==> config.mk <==
export PLATFORM = sky130hd
export DESIGN_NAME = txhw_regs
export DESIGN_NICKNAME = d
export VERILOG_FILES = /design/src/design/txhw_pkg.sv /design/src/design/txhw_link_if.sv /design/src/design/txhw_regs.sv /design/src/design/txhw_engine.sv
export SDC_FILE = /design/constraint.sdc
export NUM_CORES = 1
export LEC_CHECK = 0
export ABC_AREA = 1
export BUFFER_PORTS_ARGS = -buffer_cell sky130_fd_sc_hd__buf_2
export CORE_UTILIZATION = 30
export DETAILED_ROUTE_END_ITERATION = 8
export PLACE_DENSITY = 0.49
export SLEW_MARGIN = 20
export SYNTH_ARGS = -nofsm -noshare
export SYNTH_HDL_FRONTEND = slang
export SYNTH_HIERARCHICAL = 1
export SYNTH_SLANG_ARGS = --single-unit
==> constraint.sdc <==
create_clock -name CLOCK_I -period 5.2 [get_ports CLOCK_I]
set_clock_uncertainty 0.15 [all_clocks]
set_input_delay 0.52 -clock CLOCK_I [delete_from_list [all_inputs] [get_ports CLOCK_I]]
set_output_delay 0.52 -clock CLOCK_I [all_outputs]
set_load 0.02 [all_outputs]
==> src/design/txhw_pkg.sv <==
// Package with offsets, fields, resets and timing for the control registers.
package txhw_pkg;
  localparam int          CLK_MHZ         = 250;
  localparam logic [11:0] OFS_TX_CTL      = 12'h010;
  localparam logic [11:0] OFS_HW_SETUP    = 12'h014;
  localparam logic [11:0] OFS_IRQ_STATUS  = 12'h020;
  localparam logic [11:0] OFS_IRQ_MASK    = 12'h024;
  localparam logic [11:0] OFS_HW_STATE    = 12'h028;
  localparam int          TXC_FLUSH_BIT   = 0;
  localparam int          TXC_STOP_BIT    = 1;
  localparam int          TXC_ON_BIT      = 2;
  localparam int          HW_NOSTALL_BIT  = 8;
  localparam int          HW_PAD_LSB      = 9;
  localparam int          HW_LEDFAST_BIT  = 11;
  localparam int          HW_EMPTYNAK_BIT = 12;
  localparam int          HW_GUARD_BIT    = 15;
  localparam int          HW_EMUSEL_BIT   = 16;
  localparam int          IRQ_HALT_BIT    = 17;
  localparam logic [31:0] HW_WR_MASK      = 32'h0001_9F00;
  localparam logic [31:0] TXC_RESET       = 32'h0000_0000;
  localparam logic [31:0] HW_RESET        = 32'h0000_0000;
  localparam int          LED_SLOW_MS     = 80;
  localparam int          LED_FAST_US     = 15;
  localparam int          LED_SLOW_CYC    = LED_SLOW_MS * 1000 * CLK_MHZ;
  localparam int          LED_FAST_CYC    = LED_FAST_US * CLK_MHZ;
endpackage

==> src/design/txhw_link_if.sv <==
// Interface carrying register values from the register file to the engine.
`timescale 1ns/100ps
interface txhw_link_if;
  logic       tx_on;
  logic       stop_req;
  logic       led_fast;
  logic [1:0] pad;
  logic       halted_pulse;
  logic       led_level;
  modport regs (output tx_on, output stop_req, output led_fast,
                output pad, input halted_pulse, input led_level);
  modport eng  (input tx_on, input stop_req, input led_fast,
                input pad, output halted_pulse, output led_level);
endinterface

==> src/design/txhw_regs.sv <==
// Transmit control and hardware setup registers behind an APB slave.
//
// Function
// - While transmit enable is set, the transmitter sends held FIFO data.
// - Transmit enable clears itself once a requested stop has halted.
// - Stop request finishes the current frame, then transmission ceases.
// - Stop request self-clears when the transmitter has stopped.
// - Writes to the stop request bit are ignored while it reads one.
// - When stop request clears, no frame data remains in the datapath.
// - Writing one to flush resets FIFO pointers; the bit self-clears.
// - Without a PROM, emulation select picks defaults or descriptor RAM.
// - Emulation select has no effect while a PROM is present.
// - Guard bit keeps chosen fields through all resets except power-on.
// - Emulation select and the guard bit itself are guarded fields.
// - Empty bulk-in reply is zero-length packet when bit 12 is zero, NAK if one.
// - Fast light bit shortens light on/off times from 80 ms to 15 us.
// - Receive packets start with 0 to 3 pad bytes from bits 10:9.
// - On loss of sync, stall bulk-out unless bit 8 is set.
// - Halted flag rises on a single pulse when a requested stop halts.
`timescale 1ns/100ps
module txhw_regs #(
  parameter int SLOW_CYC = txhw_pkg::LED_SLOW_CYC
) (
  input  wire logic        CLOCK_I,
  input  wire logic        RST_N_I,
  input  wire logic        POR_N_I,
  input  wire logic        CE_I,
  input  wire logic        PSEL_I,
  input  wire logic        PENABLE_I,
  input  wire logic        PWRITE_I,
  input  wire logic [11:0] PADDR_I,
  input  wire logic [31:0] PWDATA_I,
  input  wire logic [3:0]  PSTRB_I,
  input  wire logic        FRAME_BUSY_I,
  input  wire logic        PROM_PRESENT_I,
  input  wire logic        RX_EMPTY_I,
  input  wire logic        SYNC_LOST_I,
  input  wire logic        ACTIVITY_I,
  output logic [31:0]      PRDATA_O,
  output logic             PREADY_O,
  output logic             PSLVERR_O,
  output logic             TX_ENABLE_O,
  output logic             TX_FLUSH_O,
  output logic             USE_DESC_RAM_O,
  output logic             EMPTY_NAK_O,
  output logic             EMPTY_ZLP_O,
  output logic             OUTPIPE_STALL_O,
  output logic [1:0]       RX_PAD_BYTES_O,
  output logic             ACT_LED_O,
  output logic             IRQ_O
);
  import txhw_pkg::*;

  txhw_link_if lnk ();

  logic [1:0]  rst_sync_r;
  logic [1:0]  por_sync_r;
  logic [1:0]  busy_s_r;
  logic [1:0]  prom_s_r;
  logic [1:0]  empty_s_r;
  logic [1:0]  sync_s_r;
  logic [1:0]  act_s_r;
  logic        on_r;
  logic        stop_r;
  logic        flush_r;
  logic        guard_r;
  logic        emu_r;
  logic [31:0] cfg_r;
  logic        halt_sts_r;
  logic        halt_msk_r;
  logic [31:0] rdata_nxt;
  logic        rst_n;
  logic        por_n;

  // Reset release and guarded power-on release, each through two stages.
  always_ff @(posedge CLOCK_I or negedge RST_N_I) begin
    if (!RST_N_I) begin
      rst_sync_r <= 2'b00;
    end else begin
      rst_sync_r <= {rst_sync_r[0], 1'b1};
    end
  end
  always_ff @(posedge CLOCK_I or negedge POR_N_I) begin
    if (!POR_N_I) begin
      por_sync_r <= 2'b00;
    end else begin
      por_sync_r <= {por_sync_r[0], 1'b1};
    end
  end
  assign rst_n = rst_sync_r[1];
  assign por_n = por_sync_r[1];

  // Pin inputs pass two flip-flops before use.
  always_ff @(posedge CLOCK_I or negedge rst_n) begin
    if (!rst_n) begin
      busy_s_r  <= 2'b00;
      prom_s_r  <= 2'b00;
      empty_s_r <= 2'b00;
      sync_s_r  <= 2'b00;
      act_s_r   <= 2'b00;
    end else if (CE_I) begin
      busy_s_r  <= {busy_s_r[0], FRAME_BUSY_I};
      prom_s_r  <= {prom_s_r[0], PROM_PRESENT_I};
      empty_s_r <= {empty_s_r[0], RX_EMPTY_I};
      sync_s_r  <= {sync_s_r[0], SYNC_LOST_I};
      act_s_r   <= {act_s_r[0], ACTIVITY_I};
    end
  end

  // APB decode: zero wait states, unmapped addresses answer with an error.
  wire acc      = PSEL_I && PENABLE_I;
  wire wr       = acc && PWRITE_I;
  wire hit_txc  = PADDR_I == OFS_TX_CTL;
  wire hit_hw   = PADDR_I == OFS_HW_SETUP;
  wire hit_sts  = PADDR_I == OFS_IRQ_STATUS;
  wire hit_msk  = PADDR_I == OFS_IRQ_MASK;
  wire hit_st   = PADDR_I == OFS_HW_STATE;
  wire mapped   = hit_txc || hit_hw || hit_sts || hit_msk || hit_st;
  wire lo_en    = PSTRB_I[0];
  wire b1_en    = PSTRB_I[1];
  wire b2_en    = PSTRB_I[2];
  wire wr_txc   = wr && hit_txc && lo_en;
  wire wr_hw1   = wr && hit_hw && b1_en;
  wire wr_hw2   = wr && hit_hw && b2_en;
  wire halt_ev  = lnk.halted_pulse;
  wire [31:0] cfg_wr = (cfg_r & ~{16'h0000, {8{b1_en}}, 8'h00})
                     | (PWDATA_I & HW_WR_MASK & {16'h0000, {8{b1_en}},
                        8'h00});

  // Transmit control: enable, stop request and flush.
  always_ff @(posedge CLOCK_I or negedge rst_n) begin
    if (!rst_n) begin
      on_r    <= TXC_RESET[TXC_ON_BIT];
      stop_r  <= TXC_RESET[TXC_STOP_BIT];
      flush_r <= TXC_RESET[TXC_FLUSH_BIT];
    end else if (CE_I) begin
      flush_r <= wr_txc && PWDATA_I[TXC_FLUSH_BIT];
      if (halt_ev) begin
        on_r   <= 1'b0;
        stop_r <= 1'b0;
      end else if (wr_txc) begin
        on_r <= PWDATA_I[TXC_ON_BIT];
        if (!stop_r) begin
          stop_r <= PWDATA_I[TXC_STOP_BIT];
        end
      end
    end
  end

  // Guard and emulation select survive resets other than power-on while guard is set.
  always_ff @(posedge CLOCK_I or negedge por_n) begin
    if (!por_n) begin
      guard_r <= HW_RESET[HW_GUARD_BIT];
      emu_r   <= HW_RESET[HW_EMUSEL_BIT];
    end else if (CE_I) begin
      if (!rst_n && !guard_r) begin
        guard_r <= HW_RESET[HW_GUARD_BIT];
        emu_r   <= HW_RESET[HW_EMUSEL_BIT];
      end else if (rst_n) begin
        if (wr_hw1) begin
          guard_r <= PWDATA_I[HW_GUARD_BIT];
        end
        if (wr_hw2) begin
          emu_r <= PWDATA_I[HW_EMUSEL_BIT];
        end
      end
    end
  end

  // Unguarded setup fields: bits 12 to 8.
  always_ff @(posedge CLOCK_I or negedge rst_n) begin
    if (!rst_n) begin
      cfg_r <= HW_RESET & 32'h0000_1F00;
    end else if (CE_I && wr_hw1) begin
      cfg_r <= cfg_wr & 32'h0000_1F00;
    end
  end

  // Halted flag: sticky, write one to clear, set wins over clear.
  always_ff @(posedge CLOCK_I or negedge rst_n) begin
    if (!rst_n) begin
      halt_sts_r <= 1'b0;
      halt_msk_r <= 1'b0;
    end else if (CE_I) begin
      if (halt_ev) begin
        halt_sts_r <= 1'b1;
      end else if (wr && hit_sts && b2_en && PWDATA_I[IRQ_HALT_BIT]) begin
        halt_sts_r <= 1'b0;
      end
      if (wr && hit_msk && b2_en) begin
        halt_msk_r <= PWDATA_I[IRQ_HALT_BIT];
      end
    end
  end

  // Read data mux.
  always_comb begin
    rdata_nxt = 32'h0000_0000;
    if (hit_txc) begin
      rdata_nxt[TXC_ON_BIT]   = on_r;
      rdata_nxt[TXC_STOP_BIT] = stop_r;
    end else if (hit_hw) begin
      rdata_nxt = cfg_r;
      rdata_nxt[HW_GUARD_BIT]  = guard_r;
      rdata_nxt[HW_EMUSEL_BIT] = emu_r;
    end else if (hit_sts) begin
      rdata_nxt[IRQ_HALT_BIT] = halt_sts_r;
    end else if (hit_msk) begin
      rdata_nxt[IRQ_HALT_BIT] = halt_msk_r;
    end else if (hit_st) begin
      rdata_nxt[0] = prom_s_r[1];
      rdata_nxt[1] = busy_s_r[1];
    end
  end

  assign lnk.tx_on    = on_r;
  assign lnk.stop_req = stop_r;
  assign lnk.led_fast = cfg_r[HW_LEDFAST_BIT];
  assign lnk.pad      = cfg_r[HW_PAD_LSB +: 2];

  txhw_engine #(.SLOW_CYC(SLOW_CYC)) u_engine (
    .clk_i        (CLOCK_I),
    .rst_n_i      (rst_n),
    .ce_i         (CE_I),
    .frame_busy_i (busy_s_r[1]),
    .activity_i   (act_s_r[1]),
    .lnk          (lnk)
  );

  // Registered outputs.
  always_ff @(posedge CLOCK_I or negedge rst_n) begin
    if (!rst_n) begin
      PRDATA_O        <= 32'h0000_0000;
      PREADY_O        <= 1'b0;
      PSLVERR_O       <= 1'b0;
      TX_ENABLE_O     <= 1'b0;
      TX_FLUSH_O      <= 1'b0;
      USE_DESC_RAM_O  <= 1'b0;
      EMPTY_NAK_O     <= 1'b0;
      EMPTY_ZLP_O     <= 1'b0;
      OUTPIPE_STALL_O <= 1'b0;
      RX_PAD_BYTES_O  <= 2'b00;
      ACT_LED_O       <= 1'b0;
      IRQ_O           <= 1'b0;
    end else if (CE_I) begin
      PREADY_O  <= PSEL_I && !PENABLE_I;
      PSLVERR_O <= PSEL_I && !PENABLE_I && !mapped;
      if (PSEL_I && !PENABLE_I && !PWRITE_I) begin
        PRDATA_O <= rdata_nxt;
      end
      TX_ENABLE_O    <= on_r;
      TX_FLUSH_O     <= flush_r;
      USE_DESC_RAM_O <= emu_r && !prom_s_r[1];
      EMPTY_NAK_O    <= empty_s_r[1] && cfg_r[HW_EMPTYNAK_BIT];
      EMPTY_ZLP_O    <= empty_s_r[1] && !cfg_r[HW_EMPTYNAK_BIT];
      OUTPIPE_STALL_O <= sync_s_r[1] && !cfg_r[HW_NOSTALL_BIT];
      RX_PAD_BYTES_O <= lnk.pad;
      ACT_LED_O      <= lnk.led_level;
      IRQ_O          <= (halt_sts_r || halt_ev) && halt_msk_r;
    end
  end
endmodule

==> src/design/txhw_engine.sv <==
// Transmit halt tracker and activity light timer.
`timescale 1ns/100ps
module txhw_engine #(
  parameter int SLOW_CYC = txhw_pkg::LED_SLOW_CYC
) (
  input  wire logic clk_i,
  input  wire logic rst_n_i,
  input  wire logic ce_i,
  input  wire logic frame_busy_i,
  input  wire logic activity_i,
  txhw_link_if.eng  lnk
);
  import txhw_pkg::*;
  logic [31:0] led_cnt_r;
  logic        led_r;
  logic        led_busy_r;
  logic        halt_r;
  wire  [31:0] led_limit = lnk.led_fast ? 32'(LED_FAST_CYC)
                                        : 32'(SLOW_CYC);
  wire         halt_now = lnk.stop_req && !frame_busy_i;
  // The halt event fires once, when a stop waits and the frame has ended.
  always_ff @(posedge clk_i or negedge rst_n_i) begin
    if (!rst_n_i) begin
      halt_r <= 1'b0;
    end else if (ce_i) begin
      halt_r <= halt_now && !halt_r;
    end
  end
  assign lnk.halted_pulse = halt_r;
  // Activity light holds on, then off, for the selected period each.
  always_ff @(posedge clk_i or negedge rst_n_i) begin
    if (!rst_n_i) begin
      led_cnt_r  <= 32'h0000_0000;
      led_r      <= 1'b0;
      led_busy_r <= 1'b0;
    end else if (ce_i) begin
      if (led_busy_r) begin
        if (led_cnt_r >= led_limit - 32'h0000_0001) begin
          led_cnt_r <= 32'h0000_0000;
          led_busy_r <= led_r;
          led_r <= 1'b0;
        end else begin
          led_cnt_r <= led_cnt_r + 32'h0000_0001;
        end
      end else if (activity_i) begin
        led_busy_r <= 1'b1;
        led_r <= 1'b1;
      end
    end
  end
  assign lnk.led_level = led_r;
endmodule

### After elaboration in Yosys (flattened, before gate mapping)

Cells that the tools add are included.

| word-level totals | value |
|---|---|
| bits in latches | 0 |
| bits in read-only memories | 0 |
| output and inout bits | 44 |
| bits in registers | 105 |
| memories kept | 0 |
| memory bits (writable) | 0 |

| cells by class | value |
|---|---|
| add/subtract/negate cells | 2 |
| shift operators | 0 |
| bitwise gates (word level) | 4 |
| div/mod/pow operators | 0 |
| $mul | 0 |
| reduce and logical (&&, ||, !) cells | 54 |
| magnitude comparators | 1 |
| equal/unequal tests | 6 |
| muxes and demuxes | 32 |

Operator list:

| kind | number |
|---|---|
| $eq 12x6->1 const B | 3 |
| $add 32x1->32 const B | 1 |
| $ge 32x32->1 | 1 |
| $mux 32 | 1 |
| $sub 32x1->32 const B | 1 |
| $mux 15 | 2 |
| $and 13x13->13 | 2 |
| $logic_and 1x1->1 | 25 |
| $mux 25 | 1 |
| $eq 12x5->1 const B | 2 |
| $mux 1 | 23 |
| $not 13->13 | 1 |
| $or 13x13->13 | 1 |
| $reduce_bool 2->1 | 6 |
| $logic_not 1->1 | 10 |
| $mux 2 | 5 |
| $reduce_and 2->1 | 5 |
| $reduce_and 3->1 | 3 |
| $logic_or 1x1->1 | 5 |
| $ne 2x2->1 const B | 1 |

### Longest topological paths before layout

| logic depth | value |
|---|---|
| depth after elaboration | 7 |
| depth in mapped cells | 12 |

### Cells and area by module

The synthesis kept the hierarchy.

Modules (own cells, without submodules):

| module | area each (µm²) | times used | sequential area each (µm²) | cells an instance |
|---|---|---|---|---|
| txhw_regs | 2367.3 | 1 | 1226.2 | 271 |
| txhw_engine | 2333.5 | 1 | 875.8 | 290 |

### Worst setup path after synthesis

Ideal clock, no wire load.

| path | value |
|---|---|
| path kind | register to register |
| from | register rst_sync_r[1] |
| to | register guard_r |
| library setup time | 0.119 ns |
| period minus slack after synthesis | 2.881 ns |
| path buffers | 0 |
| data arrival time | 2.612 ns |
| cell stages (with the launch flop) | 6 |
| path slack | 2.319 ns |
| cell sequence | dfrtp_1 -> inv_1 -> a21oi_1 -> nand2_1 -> nand2_1 -> nand2_1 |

| between the ends | value |
|---|---|
| cells in the longest elaborated chain, start to end | 4 |
| elaborated cells between the ends (all ways) | 6 |
| those cells by class | mux: 1; reduce/logical: 5 |

RTL lines:

| element | RTL line | text |
|---|---|---|
| start, declared | txhw_regs.sv:56 | `logic [1:0] rst_sync_r;` |
| start signal, assigned | txhw_regs.sv:80 | `rst_sync_r <= {rst_sync_r[0], 1'b1};` |
| $logic_not 1->1 (no source line) | -- |  |
| $logic_and 1x1->1 | txhw_regs.sv:156 | `if (!rst_n && !guard_r) begin` |
| $reduce_bool 2->1 (no source line) | -- |  |
| $reduce_and 3->1 (no source line) | -- |  |
| end signal, assigned | txhw_regs.sv:153 | `guard_r <= HW_RESET[HW_GUARD_BIT];` |
| end signal, assigned | txhw_regs.sv:157 | `guard_r <= HW_RESET[HW_GUARD_BIT];` |
| end signal, assigned | txhw_regs.sv:161 | `guard_r <= PWDATA_I[HW_GUARD_BIT];` |
| end, declared | txhw_regs.sv:66 | `logic guard_r;` |

Parallel ways exist; a longest one is shown, timed or not.
A chain may end at the register's enable or synchronous reset.

### Worst setup path after layout

| path | value |
|---|---|
| from | input port CE_I |
| to | register u_engine.led_cnt_r[17] |

| between the ends | value |
|---|---|
| cells in the longest elaborated chain, start to end | 1 |

RTL lines:

| element | RTL line | text |
|---|---|---|
| start, declared | txhw_regs.sv:27 | `input wire logic CE_I,` |
| $reduce_and 2->1 (no source line) | -- |  |
| end signal, assigned | txhw_engine.sv:43 | `led_cnt_r <= led_cnt_r + 32'h0000_0001;` |
| end, declared | txhw_engine.sv:14 | `logic [31:0] led_cnt_r;` |

No other way between the ends.

==> flow_summary.ini <==
[yosys]
synthTopCellsByCount = nand2_1 (165), dfrtp_1 (84), inv_1 (54)
syn_inst = 561
synth-main-ff-cell = dfrtp_1
synth_edf_count = 0
synth_async_sr_flop_share = 1.000
synth_top_area_frac = 0.4472
netlist.top_cell.by_area = dfrtp_1
yosysWarnings = 6
yosysUniqueCellTypes = 43
avgSynthCellArea_um2 = 8.379
synth_most_common_cell = nand2_1
synth.area.top_cells = dfrtp_1 (45%), nand2_1 (13%), inv_1 (4.3%), a21oi_2 (4.3%), buf_4 (3.5%)
ys_seq_elements = 84
yosysSeqAreaShare = 0.4472
syn_area_um2 = 4701

[placed_design]
dp_worst_setup_slack_ns = 2.072
gp_congestion = 0.8033
port_buffers = 60
hpwl_um = 7583
dp.cells = 821
post_dp_cell_area_um2 = 5115

[final_layout]
area_growth_pct = 15.97
multi_input_area_um2 = 2202
design_area_um2 = 5451
layout-drive-gt1-share = 0.2321
seqCellArea_um2 = 2106
instances_no_fill = 840
fillers = 1617
antenna_cells = 0
finalNetCount = 695

[job]
cap_violations = 0

[route]
wire_per_inst_um = 12.54
vias_per_cell = 4.457
vias = 3744
drc_errors = 0
wirelength_um = 10530
ant_nets = 0
drt_iter0_drc = 203
firstDrtPassIters = 4

[sta]
fin_crit_ns = 2.754
slew_headroom = 0.3825
drv_slew = 0
setup_violations = 0
tightest_slew_ns = 0.9262
setup_ws_ns = 2.446
hold_violations = 0
rsz0062_at_grt = no
max_freq_mhz = 363.1
totalNegativeSetupSlack_ns = 0
post-route-period-util = 0.5296

[cts]
htree_levels = 3
cts_tree = done
clk_latency_ns = 0.34
numCtsBuffers = 9
hold_buffers = 3
postCtsSetupRepairBufs = 0
clk_pin_slew_ns = 0.07
ctsRootBufferMaster = clkbuf_16
clock_path_buffers = 2
cts.sinks = 84
cts-resized-gates = 0

[grt]
track_usage = 0.1410
grt_pass1_vias = 3638
grt_max_degree = 73
antenna_found_initial = 0
grt_pass1_wl_um = 18050
overflow = 0

[die]
die-area_um2 = 16170
die_h_um = 127.2
io_pins = 104
coreArea_um2 = 15260
rows = 45
die_w_um = 127.2
start_util = 0.3081

[pwr]
p_leak_nw = 2.648
pwr_density_cell_nw_per_um2 = 338.5
p_total_w = 0.001845
ir_drop_uv = 159.5

[critical_path]
crit_arrival_ns = 2.87
crit_chain = buf_2 -> nand2_2 -> inv_1 -> buf_4 -> nand2_1 -> xor2_1 -> a21oi_2
end_kind = register
rrSetupSlack_ns = 2.68
cp_top_family = buffers and inverters
critPathLaunchType = primary input
cp.required_ns = 5.31
rr_endpoint = u_engine/lnk.led_level$_DFFE_PN0P_
critPathKind = primary input to register
path_max_fanout = 31
cp-startpoint = CE_I
crit_buf_inv = 3
crit_end = u_engine/led_cnt_r[17]$_DFFE_PN0P_
slowest_stage = inv_1
cp.depth = 7
max_stage_delay_ns = 0.75
r2r_cells = 12

[worst_hold_path]
hold_path_class = register to async pin

[outcome]
outcome = completed
[logic make-up after synthesis]
kind of cell    share of synthesized area
flops                              0.4472
buf+inv                            0.1011
fa+ha+maj                         0.02928
xor+xnor                          0.01863
compound gates                     0.1011
other cells                      0.001598
simple gates                       0.3010
[metal layers]
layer,global-route usage,routed length (um)
met1,0.1892,5132
met2,0.2327,5050
met3,0.02178,246
met4,0.04622,104
met5,0,0
[report_power, final]
| group | leakage (nW) | internal (W) | switching [W] |
|---|---|---|---|
| logic | 1.38 | 0.000116 | 0.000254 |
| registers | 1.12 | 0.000729 | 0.0000816 |
| clock network | 0.153 | 0.000381 | 0.000284 |
| total | 2.65 | 0.00123 | 0.000619 |
[final cells by class]
class                      count  share of cell area
multi-input combinational    404              0.4039
sequential                    84              0.3863
timing repair buffer          65             0.06335
tap                          211             0.04843
inverter                      60             0.04177
clock buffer                   9             0.04131
clock inverter                 7             0.01492
[worst min-delay path by stage]
stage / endpoint / slack, ns / cells past startpoint
finish: prom_s_r[0]$_DFFE_PN0P_ / 0.006 / 0
global route: prom_s_r[0]$_DFFE_PN0P_ / 0.02 / 0
floorplan: emu_r$_DFFE_PN0P_ / -0.14 / 0
detailed placement: guard_r$_DFFE_PN0P_ / -0.13 / 0
global placement: guard_r$_DFFE_PN0P_ / -0.13 / 0
CTS: PRDATA_O[17]$_DFFE_PN0P_ / 0.01 / 0
[through the flow]
stage | utilization | hold WS, ns
finish | 0.3573 | 0.005763
global route | 0.3573 | 0.01939
CTS | 0.3573 | 0.01329
detailed placement | 0.3352 | -0.1264
global placement | 0.3352 | -0.1295
floorplan | - | -0.1389
[state kept, by name, summed over array words and instances, names as in the netlist, 2 cells and up, named ones only]
register,cells
u_engine/led_cnt_r,32
PRDATA_O,11
RX_PAD_BYTES_O,2
act_s_r,2
busy_s_r,2
empty_s_r,2
por_sync_r,2
prom_s_r,2
rst_sync_r,2
sync_s_r,2
[cell usage in the layout (no fill, tap or decap), types with 2 or more instances in the layout]
cell           count
nand2_2            5
nor2_1            34
o21ai_0           20
inv_6              3
o22ai_1            2
o31ai_1            5
o21a_1             2
nand3_1           29
nand3_4            2
nand3_2            4
nor3b_1            3
clkbuf_16          9
nand4_1           18
ha_1              11
nor2_2            11
a21oi_1            7
conb_1            23
xor2_1             6
o31ai_2            2
o21ai_1            5
xnor2_1            4
a21oi_2           23
dfrtp_1           83
buf_4              2
dlygate4sd3_1      3
inv_1             54
buf_2             60
nor3_1             5
nand2_1          165
nor2_4             6
inv_2              5
(Power assumes the default switching activity.)
